--- config.mk ---
export PLATFORM = sky130hd
export DESIGN_NAME = ext_bus_addr_phase
export DESIGN_NICKNAME = d
export VERILOG_FILES = /design/src/verilog/ext_bus_pkg.sv /design/src/verilog/burst_addr_gen.sv /design/src/verilog/ext_bus_addr_phase.sv
export VERILOG_INCLUDE_DIRS = /design/src /design/src/verilog
export SDC_FILE = /design/constraint.sdc
export NUM_CORES = 1
export LEC_CHECK = 0
export ABC_AREA = 1
export CAP_MARGIN = 5
export CORE_UTILIZATION = 30
export CTS_CLUSTER_DIAMETER = 80
export CTS_CLUSTER_SIZE = 24
export DETAILED_ROUTE_END_ITERATION = 10
export DONT_BUFFER_PORTS = 1
export PLACE_DENSITY = 0.44
export SYNTH_ARGS = -nofsm -noshare
export SYNTH_HDL_FRONTEND = slang
export SYNTH_SLANG_ARGS = --single-unit
--- constraint.sdc ---
create_clock -name i_clock -period 3.4 [get_ports i_clock]
set_input_delay 0.17 -clock i_clock [delete_from_list [all_inputs] [get_ports i_clock]]
set_output_delay 0.17 -clock i_clock [all_outputs]
set_load 0.03 [all_outputs]
--- src/verilog/ext_bus_map.svh ---
/*
  constants for the external bus address phase block.
  assumes inclusion by the package and the design modules.
*/
`ifndef EXT_BUS_MAP_SVH
`define EXT_BUS_MAP_SVH
`define EB_ADDR_W 34
`define BURST_LENGTH_CODE_FOUR 2'h1
`define BURST_LENGTH_CODE_NONE 2'h0
`define EB_BEATS 3'h4
`define EB_BEAT_LAST 2'h3
`define EB_SUB_BITS 2
`define EB_SYNC_SETTLE 2'h2
`endif

--- src/verilog/ext_bus_pkg.sv ---
/*
  types for the external bus address phase block.
  assumes the map header sits beside it.
*/
`include "ext_bus_map.svh"
package ext_bus_pkg;
  typedef struct packed {
    logic [`EB_ADDR_W-1:0] addr;
    logic fetch;
    logic write;
    logic burst;
  } bus_req_t;
  typedef struct packed {
    logic [`EB_ADDR_W-1:0] addr;
    logic fetch_flag;
    logic write_flag;
    logic burst_flag;
    logic burst_first_beat;
    logic burst_final_beat;
    logic [1:0] burst_length_code;
  } addr_phase_t;
endpackage

--- src/verilog/burst_addr_gen.sv ---
/*
  beat address generator: sequential or sub-block order within a line.
  assumes a line of four words and a stable base address.
*/
`timescale 1ns/1ps
`include "ext_bus_map.svh"
module burst_addr_gen #(
  parameter int ADDR_W = `EB_ADDR_W
) (
  input wire logic [ADDR_W-1:0] i_base,
  input wire logic [1:0] i_beat,
  input wire logic i_subblock,
  output logic [ADDR_W-1:0] o_addr
);
  if (ADDR_W < `EB_SUB_BITS + 1) begin : g_width_check
    $error("address too narrow");
  end
  logic [`EB_SUB_BITS-1:0] word;
  always_comb begin
    if (i_subblock) begin
      word = i_base[`EB_SUB_BITS-1:0] ^ i_beat;
    end else begin
      word = i_base[`EB_SUB_BITS-1:0] + i_beat;
    end
    o_addr = {i_base[ADDR_W-1:`EB_SUB_BITS], word};
  end
endmodule

--- src/verilog/ext_bus_addr_phase.sv ---
/*
  address phase and qualifier driver of the core's external bus.
  assumes requests from core logic on i_clock; bus inputs from the target.
*/
`timescale 1ns/1ps
`include "ext_bus_map.svh"
module ext_bus_addr_phase
  import ext_bus_pkg::*;
#(
  parameter int ADDR_W = `EB_ADDR_W
) (
  input wire logic i_clock,
  input wire logic i_rst,
  input wire logic i_req_valid,
  input wire bus_req_t i_req,
  output logic o_req_ready,
  input wire logic i_addr_accept_ready,
  input wire logic i_subblock_order_sel,
  input wire logic i_write_data_accept,
  input wire logic i_read_data_valid,
  output logic o_addr_phase_valid,
  output addr_phase_t o_phase,
  output logic o_beat_accepted,
  output logic o_write_data_taken,
  output logic o_read_data_seen
);
  // the package types fix the address width
  if (ADDR_W != `EB_ADDR_W) begin : g_width_check
    $error("address width must match bus");
  end
  if ((1 << `EB_SUB_BITS) != `EB_BEATS) begin : g_beats_check
    $error("beat count must fill one line");
  end

  // one-hot transaction states
  typedef enum logic [2:0] {
    IDLE = 3'b001,
    ADDR = 3'b010,
    DATA = 3'b100
  } state_t;

  // two-flop synchronisers for bus inputs
  logic [3:0] sync1_reg, sync2_reg;
  always_ff @(posedge i_clock or posedge i_rst) begin
    if (i_rst) begin
      sync1_reg <= 4'h0;
      sync2_reg <= 4'h0;
    end else begin
      sync1_reg <= {i_read_data_valid, i_write_data_accept, i_subblock_order_sel, i_addr_accept_ready};
      sync2_reg <= sync1_reg;
    end
  end
  logic ardy, sblock, wdrdy, rdval;
  assign ardy = sync2_reg[0];
  assign sblock = sync2_reg[1];
  assign wdrdy = sync2_reg[2];
  assign rdval = sync2_reg[3];

  state_t state_reg, state_next;
  bus_req_t req_reg, req_next;
  logic [1:0] beat_reg, beat_next;
  logic order_reg, order_next;
  logic valid_reg, valid_next;
  logic wr_pend_reg, wr_pend_next;
  addr_phase_t phase_reg, phase_next;
  logic [ADDR_W-1:0] beat_addr;
  // edges spent in the current state, saturating
  logic [1:0] age_reg, age_next;
  logic fresh;
  logic data_done;

  burst_addr_gen #(.ADDR_W(ADDR_W)) u_gen (
    .i_base(req_reg.addr),
    .i_beat(beat_next),
    .i_subblock(order_next),
    .o_addr(beat_addr)
  );

  function automatic logic is_last(input logic burst, input logic [1:0] beat);
    is_last = !burst || (beat == `EB_BEAT_LAST);
  endfunction

  // bus inputs lag two edges behind the pins; a strobe counts only once
  // the state has lasted that long, so a level left from the last phase is not taken
  always_comb begin
    age_next = age_reg;
    if (state_next != state_reg) begin
      age_next = 2'h0;
    end else if (age_reg != `EB_SYNC_SETTLE) begin
      age_next = age_reg + 2'h1;
    end
  end

  always_ff @(posedge i_clock or posedge i_rst) begin
    if (i_rst) begin
      age_reg <= 2'h0;
    end else begin
      age_reg <= age_next;
    end
  end

  assign fresh = (age_reg == `EB_SYNC_SETTLE);

  logic accept;
  assign accept = valid_reg && fresh && ardy;
  // a beat's data phase ends on write-data ready or on read data
  assign data_done = (state_reg == DATA) && fresh && (wr_pend_reg ? wdrdy : rdval);
  assign o_req_ready = (state_reg == IDLE);

  always_comb begin
    state_next = state_reg;
    req_next = req_reg;
    beat_next = beat_reg;
    order_next = order_reg;
    valid_next = valid_reg;
    wr_pend_next = wr_pend_reg;
    phase_next = phase_reg;
    unique case (state_reg)
      IDLE: begin
        if (i_req_valid) begin
          req_next = i_req;
          beat_next = 2'h0;
          // ordering is fixed for the whole transaction
          order_next = sblock;
          valid_next = 1'b1;
          state_next = ADDR;
        end
      end
      ADDR: begin
        if (accept) begin
          valid_next = 1'b0;
          wr_pend_next = req_reg.write;
          state_next = DATA;
        end
      end
      DATA: begin
        if (data_done) begin
          wr_pend_next = 1'b0;
          if (is_last(req_reg.burst, beat_reg)) begin
            state_next = IDLE;
          end else begin
            beat_next = beat_reg + 2'h1;
            valid_next = 1'b1;
            state_next = ADDR;
          end
        end
      end
      default: state_next = IDLE;
    endcase
    // qualifiers are captured once, as valid rises, and then held
    if (valid_next && !valid_reg) begin
      phase_next.addr = (state_reg == IDLE) ? i_req.addr : beat_addr;
      phase_next.fetch_flag = req_next.fetch;
      phase_next.write_flag = req_next.write;
      phase_next.burst_flag = req_next.burst;
      phase_next.burst_first_beat = req_next.burst && (beat_next == 2'h0);
      phase_next.burst_final_beat = req_next.burst && (beat_next == `EB_BEAT_LAST);
      phase_next.burst_length_code = req_next.burst ? `BURST_LENGTH_CODE_FOUR : `BURST_LENGTH_CODE_NONE;
    end
  end

  always_ff @(posedge i_clock or posedge i_rst) begin
    if (i_rst) begin
      state_reg <= IDLE;
      req_reg <= '0;
      beat_reg <= 2'h0;
      order_reg <= 1'b0;
      valid_reg <= 1'b0;
      wr_pend_reg <= 1'b0;
      phase_reg <= '0;
    end else begin
      state_reg <= state_next;
      req_reg <= req_next;
      beat_reg <= beat_next;
      order_reg <= order_next;
      valid_reg <= valid_next;
      wr_pend_reg <= wr_pend_next;
      phase_reg <= phase_next;
    end
  end

  // one pulse per beat for the core's side
  logic acc_reg, wtaken_reg, rseen_reg;
  logic acc_next, wtaken_next, rseen_next;
  always_comb begin
    acc_next = accept;
    wtaken_next = data_done && wr_pend_reg;
    rseen_next = data_done && !wr_pend_reg;
  end

  always_ff @(posedge i_clock or posedge i_rst) begin
    if (i_rst) begin
      acc_reg <= 1'b0;
      wtaken_reg <= 1'b0;
      rseen_reg <= 1'b0;
    end else begin
      acc_reg <= acc_next;
      wtaken_reg <= wtaken_next;
      rseen_reg <= rseen_next;
    end
  end

  assign o_addr_phase_valid = valid_reg;
  assign o_phase = phase_reg;
  assign o_beat_accepted = acc_reg;
  assign o_write_data_taken = wtaken_reg;
  assign o_read_data_seen = rseen_reg;
endmodule

* After elaboration in Yosys (flattened, before gate mapping)
Cells that the tools add are included.
Word-level totals: register bits 99, bits of input ports 44, output and inout bits 46, logic and storage cells 81
Operators by class: $add $sub $neg 3, equal/unequal tests 10, muxes and demuxes 27, bitwise logic cells 1, reduce and logical (&&, ||, !) cells 18
Operator list (count):
- $mux 34 | 1
- $mux 3 | 5
- $mux 2 | 7
- $mux 1 | 10
- $logic_and 1x1->1 | 9
- $pmux 3 s3 | 1
- $eq 2x2->1 const B | 3
- $ne 2x2->1 const B | 3
- $add 2x1->2 const B | 2
- $pmux 2 s2 | 1
- $reduce_bool 2->1 | 2
- $eq 3x1->1 const B | 1
- $eq 3x2->1 const B | 1
- $eq 3x3->1 const B | 1
- $logic_not 1->1 | 3
- $ne 3x3->1 | 1
- $pmux 1 s3 | 1
- $reduce_and 3->1 | 1
- $add 2x2->2 | 1
- $logic_not 2->1 | 1
- $pmux 1 s2 | 1
- $reduce_and 2->1 | 1
- $xor 2x2->2 | 1
- $logic_or 1x1->1 | 1

* Depth between registers and ports, before layout
Gate-level depths: netlist (run 1).
word-level depth 8, depth in mapped cells 16, gate-level depth less buffers 16

* Cells and area by module
A second synthesis (run 1) with hierarchy kept.
Second synthesis, totals: cells, all modules 526, area, all modules 4648.2 sq um
Modules (own cells, without submodules):
- ext_bus_addr_phase | times used 1, cells each 479, area each 4340.4 sq um, seq. area each 2428.6 sq um
- burst_addr_gen | times used 1, cells each 47, area each 307.8 sq um, seq. area each 0.0 sq um

* Worst setup path before layout (run 1)
OpenSTA, ideal clock, no wires.
path type register -> register, start point reg age_reg[0], end point reg phase_reg (netlist bit o_phase[8]), setup time 117 ps, data arrival time 1825 ps, required time 3283 ps, setup slack 1458 ps, stages on the path, launching flop included 17, path buffers 0, period minus slack after synthesis 1942 ps, cell sequence dfrtp_1 inv_1 ha_1 nand3_2 nor2_4 nand3_1 a21oi_1 nor2_1 ha_1 nand3_1 nand2_1 nand2_1 inv_1 nand2_1 nand3_1 nand2_1 nand2_1
On the way: word-level cells in the longest chain between the ends 8, elaborated cells on any way between the ends 15, classes of those cells 1 x add/sub; 1 x eq/ne; 7 x mux; 1 x bitwise; 5 x reduce/logical
Ends and longest elaborated chain:
- from (decl) | RTL line ext_bus_addr_phase.sv:68 | logic [1:0] age_reg, age_next;
- from (signal assigned) | RTL line ext_bus_addr_phase.sv:98 | age_reg <= age_next;
- $eq 2x2->1 (no line)
- $logic_and 1x1->1 (2 in a row) | RTL line ext_bus_addr_phase.sv:107 | assign data_done = (state_reg == DATA) && fresh && (wr_pend_reg ? wdrdy : rdval);
- $mux 2 | RTL line ext_bus_addr_phase.sv:137 | if (data_done) begin
- $pmux 2 s2 | RTL line ext_bus_addr_phase.sv:118 | unique case (state_reg)
- via beat_next[0] | RTL line ext_bus_addr_phase.sv:61 | logic [1:0] beat_reg, beat_next;
- $add 2x2->2 | RTL line burst_addr_gen.sv:23 | word = i_base[`EB_SUB_BITS-1:0] + i_beat;
- $mux 2 | RTL line burst_addr_gen.sv:20 | if (i_subblock) begin
- $mux 34 | RTL line ext_bus_addr_phase.sv:152 | phase_next.addr = (state_reg == IDLE) ? i_req.addr : beat_addr;
- to (signal assigned) | RTL line ext_bus_addr_phase.sv:178 | phase_reg <= phase_next;
- to (decl) | RTL line ext_bus_addr_phase.sv:65 | addr_phase_t phase_reg, phase_next;
The timed path passes the listed nets, and every way through them passes these cells. A chain may end at the register's enable or synchronous reset.

* Worst setup path after layout (run 1)
Same ends and word-level chain as after synthesis.

==> impl_metrics.csv, run 1 <==
group,metric,value,unit
clock_network,cts_root_buffer,"sky130_fd_sc_hd__clkbuf_16",
clock_network,clk-insertion-delay-late,0.35,ns
critical_path,critical_path.max_fanout,8,
power_and_ir_drop,static-leakage-power,2.451,nW
clock_network,clkSinkCount,97,
sta,timing_max_transition_violations_final,0,
critical_path,worst_ep_arrival_time,2.56,ns
drt,drt.antenna.violating_nets,0,
placed_design,place_area,0.004330,mm²
drt,average_detailed_routed_wire_length_per_instance,13.50,µm
worst_hold_path,worstHoldPathType,"in -> reg",
global_route,first_global_vias,3236,
clock_network,cts_buffer_depth,2,
clock_network,cts.hold.buffers_added,35,
critical_path,critPathBufInv,2,
run,timing.max_cap.violations,0,
sta,fin_worst_skew,0.009612,ns
cells_and_area,final_layout_size_suffix_gt1_share,8.594,%
critical_path,cpMostUsedCell,"sky130_fd_sc_hd__nand2_1",
placed_design,gpl.final_weighted_congestion,0.7845,
clock_network,cts_repair_resize_count,0,
sta,setup-violations-final,0,
sta,min_period,2.325,ns
cells_and_area,area_growth_syn_to_layout,18.56,%
yosys,fraction_of_the_mapped_netlist_area_in_adder_cells,0.8937,%
sta,timing_worst_slew_pin_value,0.7045,ns
sta,fmax,430.0,MHz
yosys,synth_seq_cells,97,
yosys,synth_area,0.004200,mm²
critical_path,slowest_delay,0.39,ns
yosys,synth-xor-area-share,0.2085,%
die,floorplan.io_pins,90,
drt,number_of_drc_violations_after_detailed_routing,0,
outcome,run_status,"completed",
die,floorplan.initialDensity,31.22,%
critical_path,worstPathRequired,3.63,ns
sta,finalCritPeriodShare,68.40,%
die,die_h,120.3,µm
die,design.die.area,0.01448,mm²
critical_path,setup.worst_path.start_class,"flip-flop",
global_route,grt_antenna_before_repair,0,
power_and_ir_drop,ir_worst_vdd,0.4289,mV
cells_and_area,layout.nets,554,
drt,drt-total-wl,9291,µm
power_and_ir_drop,total_power,4.499,mW
yosys,area_share_of_and_or_nand_nor_cells_after_synthesis,18.56,%
sta,count_of_final_hold_check_violations,0,
cells_and_area,num_antenna_cells,0,
sta,rsz_0062_raised_after_global_routing,"no",
cells_and_area,largest_register_ffs,39,
yosys,synth_seq_area_share,57.82,%
yosys,synth-compound-area-share,13.94,%
placed_design,detailed_place_hpwl,6030,µm
critical_path,cp_top_family,"simple AND/OR/NAND/NOR gates",
global_route,grt_max_degree,72,
critical_path,end_kind,"flip-flop",
clock_network,cts.repair_timing.setup_buffer_count,0,
critical_path,setup.worst_path.class,"reg -> reg",
die,floorplan.core_area,0.01345,mm²
global_route,first_pass_grt_wire_length,16160,µm
yosys,synth_fp_nets,526,
drt,detailedRoute.firstIterationViolations,252,
clock_network,cts_made_buffers,9,
placed_design,buffer_ports.inserted,0,
yosys,dominant_combinational_cell_family_by_area_after_synthesis,"simple AND/OR/NAND/NOR gates",
drt,detailedRoute.firstPassIterationCount,4,
die,floorplan.rows,42,
die,die_x,120.3,µm
drt,via_per_inst,4.480,
global_route,globalRoute.totalOverflow,0,
yosys,synth_cell_types,29,
global_route,grt_util_all_layers,14.35,%
critical_path,path_cells,"inv_1, ha_1, nand3_2, nor2_4, a21oi_1, nor2_1, ha_1, nand4_1, nand2_1, inv_1, nand2_1, nand3_1, nand2_1, nand2_1",
yosys,yosys_warnings,0,
drt,vias,3082,
critical_path,critPathSlowestCell,"sky130_fd_sc_hd__dfrtp_1",
yosys,synth_mux_area_share,0,%
power_and_ir_drop,power.density,903.5,mW/mm²
sta,timing.slew.headroom,53.04,%
yosys,postSynthCellCount,479,
clock_network,clock_h_tree_levels,3,
sta,tns,0,ns
cells_and_area,final_area,0.004980,mm²
yosys,postSynthAreaPerCell,8.769,µm²
clock_network,clk_pin_slew_worst_paths,0.06,ns
clock_network,cts_tree,"done",
cells in the mapped netlist, drive strengths merged:
master | n | area, µm²
xor2 | 1 | 8.760
o211ai | 1 | 7.510
buf | 12 | 96.33
clkbuf | 12 | 46.29
o31ai | 1 | 7.510
nand3 | 15 | 97.60
nand2 | 150 | 580.6
o21ai | 104 | 539.3
conb | 1 | 3.750
dfstp | 1 | 26.28
inv | 57 | 214.0
a31oi | 1 | 6.260
nand4 | 2 | 12.51
nor2 | 17 | 88.83
a21oi | 5 | 25.02
dfrtp | 96 | 2402
ha | 3 | 37.54
cell families after synthesis:
kind of cell,Yosys count
buf+inv,81
fa+ha+maj,3
simple gates,184
other cells,1
xor+xnor,1
compound gates,112
flops,97
worst paths after layout:
kind                         startpoint            to  slack [ns]  cells past startpoint
setup reg to reg             age_reg[0]    o_phase[8]        1.07                     14
max in group asynchronous         i_rst    o_phase[2]        2.39                      3
setup / recovery             age_reg[0]    o_phase[8]        1.07                     14
hold / removal                i_req[29]   req_reg[29]        0.01                      2
hold reg to reg            sync1_reg[2]  sync2_reg[2]        0.35                      0
min in group asynchronous         i_rst   req_reg[31]        0.20                      2
report_power, final:
group | internal (mW) | leakage (nW) | switching (mW)
clock | 0.592 | 0.147 | 0.430
combinational | 0.406 | 1.05 | 0.742
sequential | 1.60 | 1.25 | 0.725
per-stage QoR:
step                      setup slack, ns  hold WS (ns)  instances  utilization, %
after floorplan                    0.6979        0.2014        479               -
after global placement              1.146      -0.04070        637           32.19
after detailed placement            1.081      -0.03791        637           32.19
after CTS                           1.067      0.001090        688           37.02
after global routing               0.8698       0.02407        688           37.02
final                               1.075       0.01282        688           37.02
layout make-up:
cell class / instances / area, µm²
inverters: 57 / 216.5
repair buffers: 41 / 395.4
well taps: 176 / 220.2
multi-input cells: 301 / 1420
flip-flops and latches: 97 / 2429
clock buffers: 12 / 246.5
fillers: 1412 / 8473
clock inverters: 4 / 52.55
layer usage:
metal / share of wire (%) / GRT usage (%) / up-vias
met5: 0 / 0 / -
met4: 1.6 / 5.556 / 0
met3: 6.7 / 5.283 / 11
met2: 45 / 22.59 / 75
met1: 46 / 17.85 / 1429
li1: - / - / 1567
cell usage in the layout, fill, tap and decap left out, types with 3 or more instances in the layout:
cell,count
sky130_fd_sc_hd__buf_4,6
sky130_fd_sc_hd__nand2_2,4
sky130_fd_sc_hd__clkbuf_16,9
sky130_fd_sc_hd__nand3_1,12
sky130_fd_sc_hd__inv_2,3
sky130_fd_sc_hd__nor2_1,11
sky130_fd_sc_hd__nor2_2,3
sky130_fd_sc_hd__o21ai_0,73
sky130_fd_sc_hd__nand2_1,145
sky130_fd_sc_hd__inv_1,53
sky130_fd_sc_hd__a21oi_1,5
sky130_fd_sc_hd__o21ai_2,5
sky130_fd_sc_hd__dfrtp_1,96
sky130_fd_sc_hd__ha_1,3
sky130_fd_sc_hd__nor2_4,3
sky130_fd_sc_hd__o21ai_1,26
sky130_fd_sc_hd__dlygate4sd3_1,35
(Power assumes the default switching activity.)
==> run 2, diff against run 1 <==
--- a/config.mk
+++ b/config.mk
@@ -13,7 +13,7 @@
 export CTS_CLUSTER_SIZE = 24
 export DETAILED_ROUTE_END_ITERATION = 10
 export DONT_BUFFER_PORTS = 1
-export PLACE_DENSITY = 0.44
+export PLACE_DENSITY = 0.45
 export SYNTH_ARGS = -nofsm -noshare
 export SYNTH_HDL_FRONTEND = slang
 export SYNTH_SLANG_ARGS = --single-unit
==> constraint.sdc (replaced) <==
create_clock -name i_clock -period 1.9 [get_ports i_clock]
set_input_delay 0.095 -clock i_clock [delete_from_list [all_inputs] [get_ports i_clock]]
set_output_delay 0.095 -clock i_clock [all_outputs]
set_load 0.03 [all_outputs]
==> run 2 against run 1 <==
  * Clock power rose by 83%
  * Utilization rose by 3.1 points
  * Worst setup slack got worse by 1.1 ns
  * Critical path depth rose by 2
  * Fmax rose by 23%
  * Non-clock buffer count rose by 31
  * First-iteration DRC count fell by 22%
  * Combinational power rose by 100%
  * Count of clock-buffer cells in the layout fell by 2
  * Sequential share of layout area fell by 3.7 points
==> impl_metrics.csv, run 2 (synthesized netlist as in run 1, its figures left out) <==
group,metric,value,unit
run,timing.max_cap.violations,0,
die,die_h,120.3,µm
critical_path,crit-reg2reg-capture,"o_phase[8]",
global_route,first_global_vias,3154,
die,design.die.area,0.01448,mm²
placed_design,buffer_ports.inserted,0,
power_and_ir_drop,power_report.internal_total,4.838,mW
sta,count_of_final_hold_check_violations,0,
critical_path,slowest_delay,0.38,ns
cells_and_area,most_common_cell_after_layout_fill_and_taps_aside,"sky130_fd_sc_hd__nand2_1",
sta,setup-violations-final,0,
critical_path,setup.worst_path.class,"reg -> reg",
critical_path,critPathSlowestCell,"sky130_fd_sc_hd__dfrtp_1",
global_route,grt_max_degree,72,
cells_and_area,area_of_the_multi_input_gates,0.001474,mm²
cells_and_area,finish.cell_count_without_fillers,719,
sta,timing_worst_slew_pin_value,0.6632,ns
global_route,grt_util_all_layers,14.21,%
drt,average_detailed_routed_wire_length_per_instance,14.40,µm
critical_path,setup_slack_reg_to_reg,0.008,ns
cells_and_area,num_antenna_cells,0,
drt,vias,3240,
die,die_x,120.3,µm
cells_and_area,area_growth_syn_to_layout,28.36,%
power_and_ir_drop,pwr-share-comb,28.0,%
critical_path,worst_ep_arrival_time,2.14,ns
power_and_ir_drop,switching_share,42.28,%
global_route,grt_antenna_before_repair,0,
critical_path,critical_path.max_fanout,4,
global_route,first_pass_grt_wire_length,15810,µm
sta,fmax,528.5,MHz
sta,rsz_0062_raised_after_global_routing,"yes",
cells_and_area,n_fill_cell,1388,
sta,timing.slew.headroom,55.78,%
drt,detailedRoute.firstIterationViolations,197,
cells_and_area,final_area,0.005391,mm²
global_route,globalRoute.totalOverflow,0,
placed_design,post-place-cells,650,
drt,drt-total-wl,10360,µm
placed_design,detailed_place_hpwl,6107,µm
cells_and_area,largest_register_ffs,39,
critical_path,r2r_start,"age_reg[0]",
die,floorplan.rows,42,
critical_path,crit_start,"age_reg[0]",
power_and_ir_drop,power.share.sequential,49.6,%
critical_path,end_kind,"flip-flop",
drt,drt.antenna.violating_nets,0,
placed_design,preCtsSetupSlack,0.01153,ns
die,floorplan.io_pins,90,
critical_path,cpMostUsedCell,"sky130_fd_sc_hd__nand2_1",
die,floorplan.core_area,0.01345,mm²
sta,worst_slack,0.007848,ns
critical_path,reg2reg_depth,16,
clock_network,cts_root_buffer,"sky130_fd_sc_hd__clkbuf_16",
placed_design,gpl.final_weighted_congestion,0.8566,
sta,fin_worst_skew,0.009004,ns
drt,detailedRoute.firstPassIterationCount,4,
critical_path,worstPathRequired,2.14,ns
cells_and_area,final_core_utilization,40.08,%
critical_path,path_cells,"inv_1, ha_2, nand3_2, nor2_4, nand3_2, a21oi_2, nor2_2, ha_2, nand3_1, nand2_1, nand2_1, inv_1, nand2_1, nand3_1, nand2_1, nand2_1",
power_and_ir_drop,netSwitchingPower,3.544,mW
clock_network,clkSinkCount,97,
cells_and_area,final_layout_size_suffix_gt1_share,15.65,%
critical_path,setup.worst_path.start_class,"flip-flop",
power_and_ir_drop,static-leakage-power,2.649,nW
sta,timing_max_transition_violations_final,0,
critical_path,worstSetupEndpoint,"o_phase[8]",
power_and_ir_drop,clkPwrFrac,22.3,%
drt,via_per_inst,4.506,
clock_network,clk-insertion-delay-late,0.35,ns
outcome,run_status,"completed",
clock_network,cts_made_buffers,9,
clock_network,clock_h_tree_levels,3,
die,floorplan.initialDensity,31.22,%
sta,holdWs,0.03905,ns
clock_network,cts_tree,"done",
clock_network,cts_buffer_depth,2,
sta,finalCritPeriodShare,99.59,%
cells_and_area,layout.nets,585,
cells_and_area,seq_area,0.002429,mm²
clock_network,clk_pin_slew_worst_paths,0.06,ns
power_and_ir_drop,ir_worst_vdd,0.8113,mV
cells_and_area,layout_common_cells,"sky130_fd_sc_hd__nand2_1, sky130_fd_sc_hd__dfrtp_1, sky130_fd_sc_hd__o21ai_0",
sta,min_period,1.892,ns
power_and_ir_drop,power.density,1555,mW/mm²
placed_design,place_area,0.004457,mm²
worst_hold_path,worstHoldPathType,"in -> reg",
drt,number_of_drc_violations_after_detailed_routing,0,
run 2: through the flow:
stage	power (mW)	TNS, ns
3_5_place_dp	6.353	0
2_1_floorplan	5.719	-0.02823
4_1_cts	8.345	0
5_1_grt	9.056	-0.1796
6_report	8.382	0
3_3_place_gp	6.287	0
run 2: how the worst min path moves through the flow:
stage | from | to | cells past startpoint
finish | i_req_valid | order_reg | 4
global route | i_req_valid | order_reg | 4
CTS | i_req_valid | order_reg | 4
detailed placement | i_write_data_accept | sync1_reg[2] | 0
global placement | i_write_data_accept | sync1_reg[2] | 0
floorplan | i_addr_accept_ready | sync1_reg[0] | 0
run 2: critical path: cells and delay by family (launching register included):
family / cells / cell delay [ns]
and+or+nand+nor: 11 / 0.82
DFF: 1 / 0.38
buffers and inverters: 2 / 0.10
AOI/OAI and AO/OA: 1 / 0.15
adders and majority gates: 2 / 0.35
run 2: metal layers:
layer	part of all wire, %	GRT usage (%)	wire (µm)	up-vias
met2	47	21.95	4829	86
met5	0	0	0	-
met3	5.6	5.283	577	10
met1	46	17.99	4785	1512
met4	1.6	5.556	164	0
li1	-	-	-	1632
run 2: cell type report:
type	instances	area share, %
inverter	57	4.038
clock inverter	6	1.253
clock buffer	10	4.433
multi-input combinational	301	27.34
tap	176	4.084
sequential	97	45.05
timing repair buffer	72	13.81
run 2: power groups by stage:
| stage | registers, mW | clock network (mW) | logic, mW |
|---|---|---|---|
| final | 4.16 | 1.87 | 2.35 |
| after global routing | 4.27 | 2.04 | 2.75 |
| after CTS | 4.17 | 1.94 | 2.24 |
| after detailed placement | 4.20 | 0 | 2.16 |
| after global placement | 4.18 | 0 | 2.10 |
| after floorplan | 4.01 | 0 | 1.71 |
run 2: timing repair:
| item | in CTS | in global routing |
|---|---|---|
| resized for setup | 0 | 16 |
| gates cloned | 0 | 5 |
| pin swaps | 1 | 6 |
| hold buffers | 42 | 0 |
| hold endpoints to repair | 148 | 0 |
| endpoints found under the setup margin | 1 | 46 |
| buffers inserted | 0 | 6 |
